[config.mk]
export PLATFORM = sky130hd
export DESIGN_NAME = self_program_flash_control
export DESIGN_NICKNAME = d
export VERILOG_FILES = /design/src/spm_ctrl_pkg.sv /design/src/self_program_flash_control.sv
export SDC_FILE = /design/constraint.sdc
export NUM_CORES = 1
export LEC_CHECK = 0
export CAP_MARGIN = 40
export CORE_AREA = 2 2 160 162
export DETAILED_ROUTE_END_ITERATION = 10
export DIE_AREA = 0 0 162 164
export DONT_BUFFER_PORTS = 1
export PLACE_DENSITY = 0.66
export SLEW_MARGIN = 20
export SYNTH_ARGS = -nofsm -noshare
export SYNTH_HDL_FRONTEND = slang
export SYNTH_SLANG_ARGS = --single-unit
[constraint.sdc]
create_clock -name pclk -period 5.3 [get_ports pclk]
set_input_delay 0 -clock pclk [delete_from_list [all_inputs] [get_ports pclk]]
set_output_delay 0 -clock pclk [all_outputs]
set_load 0.05 [all_outputs]
[src/spm_ctrl_pkg.sv]
// constants for the self-programming flash control block
package flash_ctrl_pkg;
  localparam logic [11:0] PMCS_ADDR = 12'h0DC; // index 0x37, byte address 4*0x37
  localparam int PMCS_INDEX = 32'h37;
  localparam logic [7:0] PMCS_RESET = 8'h00;
  localparam int BIT_ENABLE = 0;
  localparam int BIT_ERASE = 1;
  localparam int BIT_WRITE = 2;
  localparam int BIT_RFL = 3;
  localparam int BIT_CLRBUF = 4;
  localparam logic [4:0] CMD_CLRBUF = 5'h11;
  localparam logic [4:0] CMD_RFL = 5'h09;
  localparam logic [4:0] CMD_WRITE = 5'h05;
  localparam logic [4:0] CMD_ERASE = 5'h03;
  localparam logic [4:0] CMD_FILL = 5'h01;
  localparam logic [4:0] CTRL_MASK = 5'h1F;
  localparam logic [2:0] STORE_WINDOW = 3'h4;
  localparam logic [2:0] LOAD_WINDOW = 3'h3;
  localparam int PAGE_WORDS = 16;
  localparam int PAGE_ADDR_W = 4;
  localparam int ZPTR_W = 16;
  localparam int PAGE_OP_NS = 4000;
  localparam int CLK_NS = 8;
  localparam int PAGE_OP_CYCLES = PAGE_OP_NS / CLK_NS;
  localparam logic [31:0] FUSE_DEFAULT = 32'h0000_00FF;
  localparam logic [31:0] LOCK_DEFAULT = 32'h0000_00FC;
endpackage : flash_ctrl_pkg

[src/self_program_flash_control.sv]
// self-programming flash control: control register, windows, page buffer and sequencing
//
// Overview of operation
// - bits 7:5 of the control register read zero; writes to them are dropped.
// - clear_page_buffer command empties the temporary page buffer, losing loaded data.
// - read_fuse_lock plus enable lets a load in the second to fourth cycle return lock/fuse bits.
// - page_write plus enable makes a store within four cycles write buffer to page.
// - page_write clears when the write ends or the four-cycle window lapses.
// - core is held halted while a page write or erase is in progress.
// - page_erase plus enable makes a store within four cycles erase the page.
// - page_erase clears when the erase ends or the four-cycle window lapses.
// - store_prog_enable opens a store window of four cycles only.
// - enable alone makes a store put R0 into buffer word at pointer.
// - store_prog_enable clears after a store completes or the window lapses.
// - during page erase or write, store_prog_enable stays set until done.
// - only patterns 10001, 01001, 00101, 00011, 00001 in low bits take effect.
//
// The implementer's own choice: register access over APB.
`timescale 1ns/100ps
module self_program_flash_control
  import flash_ctrl_pkg::*;
#(
  parameter int PAGE_OP_CYCLES_P = PAGE_OP_CYCLES
) (
  input wire logic pclk, // system clock
  input wire logic presetn, // async reset, active low
  input wire logic psel, // apb select
  input wire logic penable, // apb access phase
  input wire logic pwrite, // apb direction
  input wire logic [11:0] paddr, // apb byte address
  input wire logic [31:0] pwdata, // apb write data
  output logic [31:0] prdata, // apb read data
  output logic pready, // apb ready
  output logic pslverr, // apb error on unmapped address
  input wire logic store_program_instruction, // core issues a store-program, one pulse
  input wire logic load_program_instruction, // core issues a load-program, one pulse
  input wire logic [ZPTR_W-1:0] zpointer, // pointer operand
  input wire logic [15:0] store_data, // r0 operand
  output logic [7:0] load_data, // fuse or lock value for the load
  output logic load_valid, // load_data valid, one pulse
  output logic core_halt, // hold the core
  output logic flash_erase_pulse, // start page erase
  output logic flash_write_pulse, // start page write
  output logic [PAGE_ADDR_W-1:0] flash_page, // target page
  output logic [15:0] flash_wdata, // buffer word streamed for page write
  output logic [PAGE_ADDR_W-1:0] flash_word // buffer index of flash_wdata
);

  typedef enum logic [1:0] {
    ST_IDLE = 2'b00,
    ST_ARMED = 2'b01,
    ST_BUSY = 2'b11
  } seq_state_type;

  localparam logic [15:0] OP_CNT_INIT = 16'(PAGE_OP_CYCLES_P);

  // sequencer state
  seq_state_type state_reg;
  seq_state_type state_next;
  logic [4:0] ctrl_reg;
  logic [4:0] ctrl_next;
  logic [2:0] win_reg;
  logic [2:0] win_next;
  logic [15:0] op_cnt_reg;
  logic [15:0] op_cnt_next;
  logic [PAGE_ADDR_W-1:0] page_reg;
  logic [PAGE_ADDR_W-1:0] page_next;

  // load answer and flash strobes
  logic [7:0] load_data_reg;
  logic [7:0] load_data_next;
  logic load_valid_reg;
  logic load_valid_next;
  logic erase_p_reg;
  logic erase_p_next;
  logic write_p_reg;
  logic write_p_next;

  // page buffer and write streaming
  logic [15:0] buf_mem [PAGE_WORDS];
  logic [PAGE_WORDS-1:0] buf_valid_reg;
  logic [PAGE_WORDS-1:0] buf_valid_next;
  logic write_seen_reg;
  logic write_seen_next;
  logic [PAGE_ADDR_W-1:0] rd_idx_reg;
  logic [PAGE_ADDR_W-1:0] rd_idx_next;
  logic [15:0] wdata_reg;
  logic [15:0] wdata_next;
  logic [PAGE_ADDR_W-1:0] word_out_reg;
  logic [PAGE_ADDR_W-1:0] word_out_next;

  // decoded strobes
  logic hit;
  logic wr_access;
  logic cmd_ok;
  logic store_ok;
  logic load_ok;
  logic buf_store;
  logic end_of_op;
  logic [PAGE_ADDR_W-1:0] word_idx;

  // apb: zero wait state, always ready
  assign hit = (paddr == PMCS_ADDR);
  assign wr_access = psel && penable && pwrite && hit;
  assign pready = 1'b1;
  assign pslverr = psel && penable && !hit;
  assign prdata = (psel && hit) ? {27'h0, ctrl_reg} : 32'h0;

  always_comb begin
    case (pwdata[4:0])
      CMD_CLRBUF, CMD_RFL, CMD_WRITE, CMD_ERASE, CMD_FILL: begin
        cmd_ok = 1'b1;
      end
      default: begin
        cmd_ok = 1'b0;
      end
    endcase
  end

  // store is honoured only inside the open window
  assign store_ok = (state_reg == ST_ARMED) && store_program_instruction;
  assign load_ok = (state_reg == ST_ARMED) && load_program_instruction &&
                   ctrl_reg[BIT_RFL] && (win_reg <= LOAD_WINDOW);
  // pointer lsb is a byte select, ignored for word storage
  assign word_idx = zpointer[PAGE_ADDR_W:1];
  assign buf_store = store_ok && (ctrl_reg == CMD_FILL);
  assign end_of_op = (state_reg == ST_BUSY) && (op_cnt_reg <= 16'h0001);

  always_comb begin
    state_next = state_reg;
    ctrl_next = ctrl_reg;
    win_next = win_reg;
    op_cnt_next = op_cnt_reg;
    page_next = page_reg;
    load_data_next = load_data_reg;
    load_valid_next = 1'b0;
    erase_p_next = 1'b0;
    write_p_next = 1'b0;
    case (state_reg)
      ST_IDLE: begin
        if (wr_access && cmd_ok) begin
          ctrl_next = pwdata[4:0] & CTRL_MASK;
          win_next = STORE_WINDOW;
          state_next = ST_ARMED;
        end
      end
      ST_ARMED: begin
        if (store_ok && (ctrl_reg[BIT_WRITE] || ctrl_reg[BIT_ERASE])) begin
          page_next = zpointer[ZPTR_W-1 -: PAGE_ADDR_W];
          erase_p_next = ctrl_reg[BIT_ERASE];
          write_p_next = ctrl_reg[BIT_WRITE];
          op_cnt_next = OP_CNT_INIT;
          state_next = ST_BUSY;
        end else if (store_ok || load_ok) begin
          ctrl_next = 5'h00;
          state_next = ST_IDLE;
          if (load_ok) begin
            load_data_next = zpointer[0] ? LOCK_DEFAULT[7:0] : FUSE_DEFAULT[7:0];
            load_valid_next = 1'b1;
          end
        end else if (win_reg == 3'h1) begin
          ctrl_next = 5'h00;
          state_next = ST_IDLE;
        end else begin
          win_next = win_reg - 3'h1;
        end
      end
      ST_BUSY: begin
        // enable and command bits stand as a busy flag for polling
        if (op_cnt_reg <= 16'h0001) begin
          ctrl_next = 5'h00;
          state_next = ST_IDLE;
        end else begin
          op_cnt_next = op_cnt_reg - 16'h0001;
        end
      end
      default: begin
        state_next = ST_IDLE;
        ctrl_next = 5'h00;
      end
    endcase
  end

  always_ff @(posedge pclk or negedge presetn) begin
    if (!presetn) begin
      state_reg <= ST_IDLE;
      ctrl_reg <= PMCS_RESET[4:0];
      win_reg <= 3'h0;
      op_cnt_reg <= 16'h0000;
      page_reg <= '0;
      load_data_reg <= 8'h00;
      load_valid_reg <= 1'b0;
      erase_p_reg <= 1'b0;
      write_p_reg <= 1'b0;
    end else begin
      state_reg <= state_next;
      ctrl_reg <= ctrl_next;
      win_reg <= win_next;
      op_cnt_reg <= op_cnt_next;
      page_reg <= page_next;
      load_data_reg <= load_data_next;
      load_valid_reg <= load_valid_next;
      erase_p_reg <= erase_p_next;
      write_p_reg <= write_p_next;
    end
  end

  // clear command acts at once: valid bits drop, data is lost
  always_comb begin
    buf_valid_next = buf_valid_reg;
    if (state_reg == ST_IDLE && wr_access && (pwdata[4:0] == CMD_CLRBUF)) begin
      buf_valid_next = '0;
    end else if (end_of_op && write_seen_reg) begin
      // a finished page write leaves the buffer empty for the next fill
      buf_valid_next = '0;
    end else if (buf_store) begin
      buf_valid_next[word_idx] = 1'b1;
    end
  end

  always_ff @(posedge pclk or negedge presetn) begin
    if (!presetn) begin
      buf_valid_reg <= '0;
    end else begin
      buf_valid_reg <= buf_valid_next;
    end
  end

  // marks a busy spell as a write, so an erase never streams the buffer
  always_comb begin
    write_seen_next = write_seen_reg;
    if (write_p_reg) begin
      write_seen_next = 1'b1;
    end else if (state_reg != ST_BUSY) begin
      write_seen_next = 1'b0;
    end
  end

  always_ff @(posedge pclk or negedge presetn) begin
    if (!presetn) begin
      write_seen_reg <= 1'b0;
    end else begin
      write_seen_reg <= write_seen_next;
    end
  end

  // index walks one word a cycle and wraps on long operations
  always_comb begin
    rd_idx_next = rd_idx_reg;
    if (state_reg != ST_BUSY) begin
      rd_idx_next = '0;
    end else if (write_seen_reg) begin
      rd_idx_next = rd_idx_reg + 4'h1;
    end
  end

  always_ff @(posedge pclk or negedge presetn) begin
    if (!presetn) begin
      rd_idx_reg <= '0;
    end else begin
      rd_idx_reg <= rd_idx_next;
    end
  end

  // word and index registered together so the output pair always matches
  always_comb begin
    word_out_next = rd_idx_reg;
    wdata_next = 16'hFFFF;
    if (buf_valid_reg[rd_idx_reg]) begin
      wdata_next = buf_mem[rd_idx_reg];
    end
  end

  always_ff @(posedge pclk or negedge presetn) begin
    if (!presetn) begin
      wdata_reg <= 16'hFFFF;
      word_out_reg <= '0;
    end else begin
      wdata_reg <= wdata_next;
      word_out_reg <= word_out_next;
    end
  end

  // buffer storage has no reset; emptied words read back as erased
  genvar g;
  generate
    for (g = 0; g < PAGE_WORDS; g++) begin : g_buf
      always_ff @(posedge pclk) begin
        if (buf_store && word_idx == g) buf_mem[g] <= store_data;
      end
    end
  endgenerate

  assign core_halt = (state_reg == ST_BUSY);
  assign flash_erase_pulse = erase_p_reg;
  assign flash_write_pulse = write_p_reg;
  assign flash_page = page_reg;
  assign flash_wdata = wdata_reg;
  assign flash_word = word_out_reg;
  assign load_data = load_data_reg;
  assign load_valid = load_valid_reg;

endmodule : self_program_flash_control

==> results of run 1 <==
-- power breakdown --
part | switching (mW) | internal [mW] | leakage [nW] | total [mW]
clock network | 0.957 | 1.49 | 0.570 | 2.45
logic | 0.0927 | 0.0222 | 1.37 | 0.115
registers | 0.000145 | 2.81 | 3.22 | 2.81
total | 1.05 | 4.32 | 5.16 | 5.37
-- placed cells by master (no fill, tap or decap), types with 7 or more instances in the layout --
master,count
dfrtp_1,56
nor2b_1,20
nand3_1,7
mux4_2,68
clkbuf_1,9
inv_1,10
buf_4,25
dfstp_2,16
mux2i_1,19
edfxtp_1,256
nand4_1,7
a31oi_1,20
and3_1,9
a2111oi_0,17
nand2_1,32
nor2_1,52
dlygate4sd3_1,36
xor2_1,10
clkbuf_16,36
a21oi_1,13
conb_1,28
-- routing by layer --
layer  share of wire (%)  global-route usage [%]
met1                  40                   27.89
met2                  52                   38.43
met3                 5.6                   3.611
met4                 2.0                   6.436
met5                   0                       0
-- per-stage QoR --
stage	setup WS [ns]	instance area [µm²]	total power, mW	hold WS (ns)	std cells
6_report	2.758	15400	5.372	0.03420	1188
5_1_grt	2.559	15400	5.523	0.04338	1188
4_1_cts	2.743	15380	5.418	0.01997	1185
3_5_place_dp	2.743	13820	2.915	-0.2937	1084
3_3_place_gp	2.372	13760	2.914	-0.2936	1081
2_1_floorplan	2.488	13530	2.932	-0.2956	794
-- kinds of logic (layout without fill, tap and decap cells) --
family | Yosys count | after routing | synth area share [%]
AO/OA/AOI/OAI | 76 | 76 | 3.997
XOR/XNOR | 16 | 16 | 1.043
adder cells (fa/ha/maj) | 6 | 6 | 0.5590
buffers and inverters | 78 | 142 | 3.224
flip-flops | 332 | 332 | 71.55
multiplexers | 89 | 89 | 12.99
other | 2 | 28 | 0.05592
AND/OR/NAND/NOR | 169 | 169 | 6.578
-- worst max-delay path, stage by stage, from the launching register on --
cell and delay, ns:
dfrtp_1 0.45, and3b_1 0.36, nand4_1 0.29, nor3b_1 0.55, a31oi_1 0.14, dlygate4sd3_1 0.58, nor2_1 0.08
-- layout make-up --
| cell class | count | area, µm² |
|---|---|---|
| clock inverter | 16 | 196.4 |
| multi-input combinational | 384 | 3505 |
| inverter | 11 | 41.29 |
| sequential | 332 | 9617 |
| tap | 330 | 412.9 |
| fill | 1810 | 9417 |
| timing repair buffer | 67 | 654.4 |
| clock buffer | 48 | 975.9 |
-- worst paths after layout --
kind	cells past startpoint	slack [ns]	end	startpoint
min reg2reg	1	0.48	load_data[6]	load_data[6]
max reg2reg	6	2.76	buf_valid_reg[7]	state_reg[1]
min	4	0.03	ctrl_reg[3]	paddr[10]
max in group asynchronous	2	4.88	flash_wdata[0]	presetn
min in group asynchronous	2	0.07	flash_page[0]	presetn
max	6	2.76	buf_valid_reg[7]	state_reg[1]
==> metrics.txt, run 1 <==
final core utilization=between 60% and 70%; global-route wire length before repair=about 43000 µm; Post-synth top flop=edfxtp_1; Total Routing Usage GR=between 20% and 30%; Final Hold Vio Count=0; max-slew violation count=0; Synth cell types=58; total clock sinks=~330; Crit Path Max Fanout=7; power density over cell area=348.8 nW/µm²; Leakage=slightly above 5 nW; CTS clk-pin slew, worst paths=roughly 0.060 ns; clk buf depth=3; CTS tree=built; ant diodes=0; Final Setup Violations=0; core region area=24820 µm²; post-route antenna net violation count=0; fin crit period=about 2.5 ns; fin crit share=47.97%; root buffer cell=clkbuf_16; initial antenna violation count=0; die height=around 160 µm; Gate Count Post-Synth=768; worst skew pair latency=0.52 ns; GRT Residual Overflow=0; unrepaired setup endpoints after global routing=no; Mapped Area=about 13000 µm²; Starting Density=about 54%; synth cell count leaders=edfxtp_1, mux4_2, dfrtp_1, nor2_1, buf_4; critical path arrival=about 3 ns; Placer Congestion=0.8481; area leader, netlist=edfxtp_1; Setup Crit Path Kind=flop to flop; ys async rst share=22.89%; H-tree depth=2; Nets=~900; Vias=between 7000 and 8000; # rows=58; number of flops mapped to enable cells by yosys=roughly 260; #FFs+latches synth=around 330; Hold Buf Count CTS=37; largest register by flop count=buf_mem; largest net degree at the start of global routing=slightly below 80; Max-slew headroom=40.50%; max cap viols=0; layout cells sized above 1=between 20% and 30%; Yosys top cell area share=between 50 and 60%; Worst Setup End Kind=flop; sequential share of the synthesized area=a little under three quarters; via density per instance=~6.0; synth warn=0; max reg flops=256; Worst-Margin Slew=0.8892 ns; top cells by area, synth=edfxtp_1, mux4_2, dfrtp_1; CTS-repair resized insts=0; top-count cell post-synth=edfxtp_1; total CTS buffers=35; status=finished, final reports clean; Pre-antenna DRT Iters=5; count of input and output buffers=0; Die Width=162 µm; WL/cell=23.55 µm; CP Data Required Time=about 5.7 ns; Die Area=approximately 27000 µm²; setup TNS=0 ns; hpwl dp=15760 µm; Startpoint Class=flop; # Post-CTS Setup Buffers=0; area grow syn2layout=14.69%; Syn Area/Cell=between 15 and 20 µm²; Worst Skew=~0.026 ns; final wirelength=between 20000 and 30000 µm; DRT iter0 DRCs=646; # IOs=approximately 150; Max VDD drop=~0.30 mV; fmax=around 0.39 GHz; vias in the first global route=7621; worst min path class=input pin to flop; DRC violations left=0
Power figures use the tool's default switching activity.
==> run 2: changes to the inputs <==
- clock period: 5.3 -> 2.46 ns (I/O delays scaled with it)
==> run 2 against run 1 <==
Die area is the same. Critical path type unchanged. Critical endpoint is now load_data[1]. Largest power group unchanged. Sequential cell count unchanged. Sequential share of layout area is 1.1 points lower. Power rose by 110%. First-iteration DRC count shrank 7.4%. Sequential power grew 120%.
==> metrics.txt, run 2 (synthesized netlist as in run 1, its figures left out) <==
max cap viols=0 (unchanged); fin crit share=92.78% (+45 points); Total Routing Usage GR=22.03% (+0.32 points); core region area=24820 µm² (unchanged); count of input and output buffers=0 (unchanged); Largest stage delay, worst path=0.62 ns (+0.04 ns); commonest non-fill, non-tap cell in the layout=edfxtp_1; worst min path class=input pin to flop; DRT iter0 DRCs=598 (-7.4%); Max VDD drop=0.9127 mV (+200%); status=finished, final reports clean; DRC violations left=0 (unchanged); Die Area=26570 µm² (unchanged); total clock sinks=332 (unchanged); global-route wire length before repair=43340 µm (+0.21%); GRT Residual Overflow=0 (unchanged); # IOs=153 (unchanged); max reg flops=256 (unchanged); die height=164 µm (unchanged); CP Data Required Time=2.85 ns (-2.87 ns); Final Hold Vio Count=0 (unchanged); initial antenna violation count=0 (unchanged); Placer Congestion=0.8791 (+3.7%); root buffer cell=clkbuf_16; Pre-antenna DRT Iters=5 (unchanged); worst-path cell chain=o21ai_2 -> nand4_1 -> nand2_1 -> o21ai_0 -> dlygate4sd3_1; CTS clk-pin slew, worst paths=0.05 ns (about the same); H-tree depth=2 (unchanged); largest register by flop count=buf_mem; R2R setup slack=0.18 ns (-2.58 ns); post-route antenna net violation count=0 (unchanged); Final Setup Violations=0 (unchanged); final wirelength=28750 µm (+2.8%); # Post-CTS Setup Buffers=0 (unchanged); WL/cell=23.84 µm (+1.2%); Startpoint Class=flop; most frequent cells in the layout=edfxtp_1, mux4_2, dfrtp_1; via density per instance=5.989 (-0.29%); hpwl dp=16380 µm (+3.9%); unrepaired setup endpoints after global routing=yes; Crit Path Max Fanout=16 (+9); ant diodes=0 (unchanged); # rows=58 (unchanged); fmax=0.4381 GHz (+11%); power density over cell area=728.2 nW/µm² (+110%); critical path arrival=2.67 ns (-0.29 ns); Starting Density=54.11% (unchanged); Max-slew headroom=46.14% (+5.6 points); Leakage=5.262 nW (+2.0%); Worst Setup End Kind=flop; fin crit period=2.282 ns (-0.2601 ns); final core utilization=63.15% (+1.1 points); Slowest cell on crit path=o21ai_2; setup TNS=0 ns (unchanged); layout cells sized above 1=22.83% (+1.4 points); Vias=7223 (+1.2%); Nets=938 (+2.0%); vias in the first global route=7455 (-2.2%); total CTS buffers=36 (+2.9%); max-slew violation count=0 (unchanged); clk buf depth=3 (unchanged); largest net degree at the start of global routing=77 (unchanged); Die Width=162 µm (unchanged); Setup Crit Path Kind=flop to flop; Worst-Margin Slew=0.8146 ns (-0.07468 ns); worst skew pair latency=0.52 ns (about the same); Worst Skew=0.01718 ns (-0.008598 ns); Pwr Total=11.41 mW (+110%); area grow syn2layout=16.71%; CTS tree=built
## run 2: cell types whose count changed in the layout (fill, tap and decap cells not counted), moves of 2 or more
cell and delta:
buf_12 +16, buf_16 -2, buf_4 +2, bufinv_16 -2, clkbuf_1 +4, clkinv_1 -3
clkinv_2 +2, dlygate4sd3_1 +4, nor3b_1 -2, nor3b_2 +2
## run 2: repair_timing
| item | in CTS | in global routing |
|---|---|---|
| hold endpoints to repair | 427 | 0 |
| hold buffers | 41 | 0 |
| endpoints found under the setup margin | 0 | 4 |
| gates resized for setup | 0 | 3 |
## run 2: cell type report
cell class	instances	area, µm²
Timing Repair Buffer	84	950.9
Clock buffer	53	1005
Sequential cell	332	9617
Fill cell	1816	9145
Multi-Input combinational cell	384	3521
Inverter	11	41.29
Clock inverter	12	126.4
Tap cell	330	412.9
## run 2: routing by layer
metal  global-route usage, %  share of wire [%]  up-vias
met5                       0                  0        -
met4                   8.729                3.5        0
met3                   3.864                6.0       61
met2                   37.21                 51      268
met1                   28.82                 40     3763
li1                        -                  -     3131
## run 2: worst paths after layout
path                                                 from                 to  cells after the start
worst max register to register                ctrl_reg[1]       load_data[1]                      5
min in group asynchronous                         presetn   buf_valid_reg[3]                      2
worst min-delay path            store_program_instruction  flash_erase_pulse                      3
max in group asynchronous                         presetn     flash_wdata[6]                      2
worst max-delay path                          ctrl_reg[1]       load_data[1]                      5
worst min register to register             op_cnt_reg[10]     op_cnt_reg[10]                      1
## run 2: metrics by stage
step,area (µm²),instances,worst slack [ns],hold WS [ns]
6_report,15670,1206,0.1776,0.01545
5_1_grt,15670,1206,-0.02360,0.003044
4_1_cts,15660,1206,0.1249,0.0002389
3_5_place_dp,14100,1100,0.1662,-0.2936
3_3_place_gp,14090,1099,0.1591,-0.2937
2_1_floorplan,13550,794,0.07420,-0.2956
## run 2: where the power goes
part	internal, mW	leakage [nW]	switching, mW	total [mW]
combinational	0.0519	1.49	0.200	0.252
clock	3.05	0.553	2.06	5.11
sequential	6.05	3.22	0.000305	6.05
## run 2: worst max-delay path, delay by kind of cell (launching register included)
| kind | cells | cell delay [ns] |
|---|---|---|
| AOI/OAI and AO/OA | 2 | 0.69 |
| buffers and inverters | 1 | 0.55 |
| DFF | 1 | 0.43 |
| and+or+nand+nor | 2 | 0.49 |
==> run 3: changes to the inputs <==
==> constraint.sdc (replaced) <==
create_clock -name pclk -period 2.46 [get_ports pclk]
set_input_delay 0.492 -clock pclk [delete_from_list [all_inputs] [get_ports pclk]]
set_output_delay 0.492 -clock pclk [all_outputs]
set_load 0.05 [all_outputs]
==> run 3 against run 2 <==
Final cell count down 3.0%. Power is 2.6% lower. Sequential share of layout area is 1.6 points higher. First-iteration DRC count decreased by 8.5%. Clock power shrank 4%. Sequential power about the same.
==> metrics.txt, run 3 (synthesized netlist as in run 1, its figures left out) <==
Max VDD drop=0.5542 mV (-39%); Crit Path Max Fanout=8 (-8); die height=164 µm (unchanged); crit-path leading delay family=simple AND/OR/NAND/NOR gates; total CTS buffers=35 (-2.8%); # Post-CTS Setup Buffers=0 (unchanged); Nets=904 (-3.6%); Pwr Total=11.11 mW (-2.6%); fin worst setup slack=0.1268 ns (-0.05083 ns); initial antenna violation count=0 (unchanged); CTS clk-pin slew, worst paths=0.06 ns (about the same); Vias=6981 (-3.4%); pre-CTS WS=0.1025 ns (-0.06375 ns); WL/cell=23.72 µm (-0.51%); H-tree depth=2 (unchanged); status=finished, final reports clean; Worst Skew=0.02353 ns (+0.006351 ns); vias in the first global route=7371 (-1.1%); CTS-repair resized insts=0 (unchanged); Total Routing Usage GR=21.43% (-0.60 points); R2R setup slack=0.16 ns (-0.02 ns); count of input and output buffers=0 (unchanged); hpwl dp=16590 µm (+1.2%); area grow syn2layout=13.73%; commonest non-fill, non-tap cell in the layout=edfxtp_1; max cap viols=0 (unchanged); fin crit share=94.85% (+2.1 points); total clock sinks=332 (unchanged); R2R cell count=5 (unchanged); worst min path class=input pin to flop; DRC violations left=0 (unchanged); worst skew pair latency=0.52 ns (about the same); power density over cell area=727.5 nW/µm² (about the same); Worst Setup End Kind=primary output; final wirelength=27750 µm (-3.5%); Worst-Margin Slew=0.7344 ns (-0.08018 ns); final core utilization=61.54% (-1.6 points); CTS tree=built; Final Setup Violations=0 (unchanged); CP Data Required Time=1.97 ns (-0.88 ns); GRT Residual Overflow=0 (unchanged); Pre-antenna DRT Iters=5 (unchanged); Leakage=5.108 nW (-2.9%); setup TNS=0 ns (unchanged); root buffer cell=clkbuf_16; clk buf depth=3 (unchanged); unrepaired setup endpoints after global routing=no; layout cells sized above 1=23.69% (+0.86 points); worst-path cell chain=or4_4 -> nor3_2 -> and3_1 -> buf_12; final instance count without filler cells=1170 (-3.0%); Placed Cells incl. Taps=1106 (+0.55%); ant diodes=0 (unchanged); Buf/Inv on CP=1 (unchanged); DRT iter0 DRCs=547 (-8.5%); Final Hold Vio Count=0 (unchanged); largest register by flop count=buf_mem; max reg flops=256 (unchanged); largest net degree at the start of global routing=77 (unchanged); Setup Crit Path Kind=input pin to primary output; Max-slew headroom=51.03% (+4.9 points); Starting Density=54.11% (unchanged); Finished Cell Area=15270 µm² (-2.6%); post-route antenna net violation count=0 (unchanged); Largest stage delay, worst path=0.53 ns (-0.09 ns); global-route wire length before repair=42280 µm (-2.4%); Hold Worst Slack=0.06647 ns (+0.05103 ns); Hold Path Stages=0 (-3); max-slew violation count=0 (unchanged); # rows=58 (unchanged); Startpoint Class=input pin; Die Area=26570 µm² (unchanged); most frequent cells in the layout=edfxtp_1, mux4_2, dfrtp_1; core region area=24820 µm² (unchanged); critical path arrival=1.84 ns (-0.83 ns); Die Width=162 µm (unchanged); Critical Path Stages=4 (-1); Placer Congestion=0.8345 (-5.1%); via density per instance=5.967 (-0.38%); # IOs=153 (unchanged); placed cell areas=14170 µm² (+0.50%); Slowest cell on crit path=or4_4; fmax=0.4286 GHz (-2.2%); fin crit period=2.333 ns (+0.05083 ns)
## run 3: cell count changes in the layout (fill, tap and decap cells not counted), moves of 2 or more
cell / change
nor3b_1: +2
nor3b_2: -2
buf_4: +4
dlygate4sd3_1: -39
buf_12: +2
clkinv_1: +7
clkbuf_8: -4
clkbuf_1: -6
## run 3: final timing paths
| check | start | end |
|---|---|---|
| worst max register to register | rd_idx_reg[0] | flash_wdata[10] |
| max in group asynchronous | presetn | flash_wdata[15] |
| min in group asynchronous | presetn | op_cnt_reg[6] |
| worst max-delay path | paddr[9] | prdata[3] |
| worst min register to register | rd_idx_reg[3] | flash_word[3] |
| worst min-delay path | store_data[15] | buf_mem[15][15] |
## run 3: layout make-up
type / instances / area (µm²)
Tap cell: 330 / 412.9
Timing Repair Buffer: 51 / 630.6
Multi-Input combinational cell: 384 / 3505
Clock inverter: 20 / 165.2
Fill cell: 1808 / 9545
Sequential cell: 332 / 9617
Clock buffer: 42 / 902.1
Inverter: 11 / 41.29
## run 3: power by group
group | internal [mW] | total (mW) | switching [mW]
Sequential | 6.05 | 6.05 | 0.000314
Combinational | 0.0156 | 0.150 | 0.135
Clock | 2.85 | 4.91 | 2.07
Total | 8.91 | 11.1 | 2.20
## run 3: metal layers
metal | vias up | wire [µm] | track usage (%)
met5 | - | 0 | 0
met4 | 0 | 748 | 7.080
met3 | 54 | 1830 | 4.167
met2 | 249 | 14250 | 37.85
met1 | 3614 | 10930 | 26.85
li1 | 3064 | - | -
## run 3: what timing repair did
action / in CTS / in global routing
endpoints found under the hold margin: 76 / 0
hold buffers: 2 / 0
setup endpoints to repair: 0 / 0
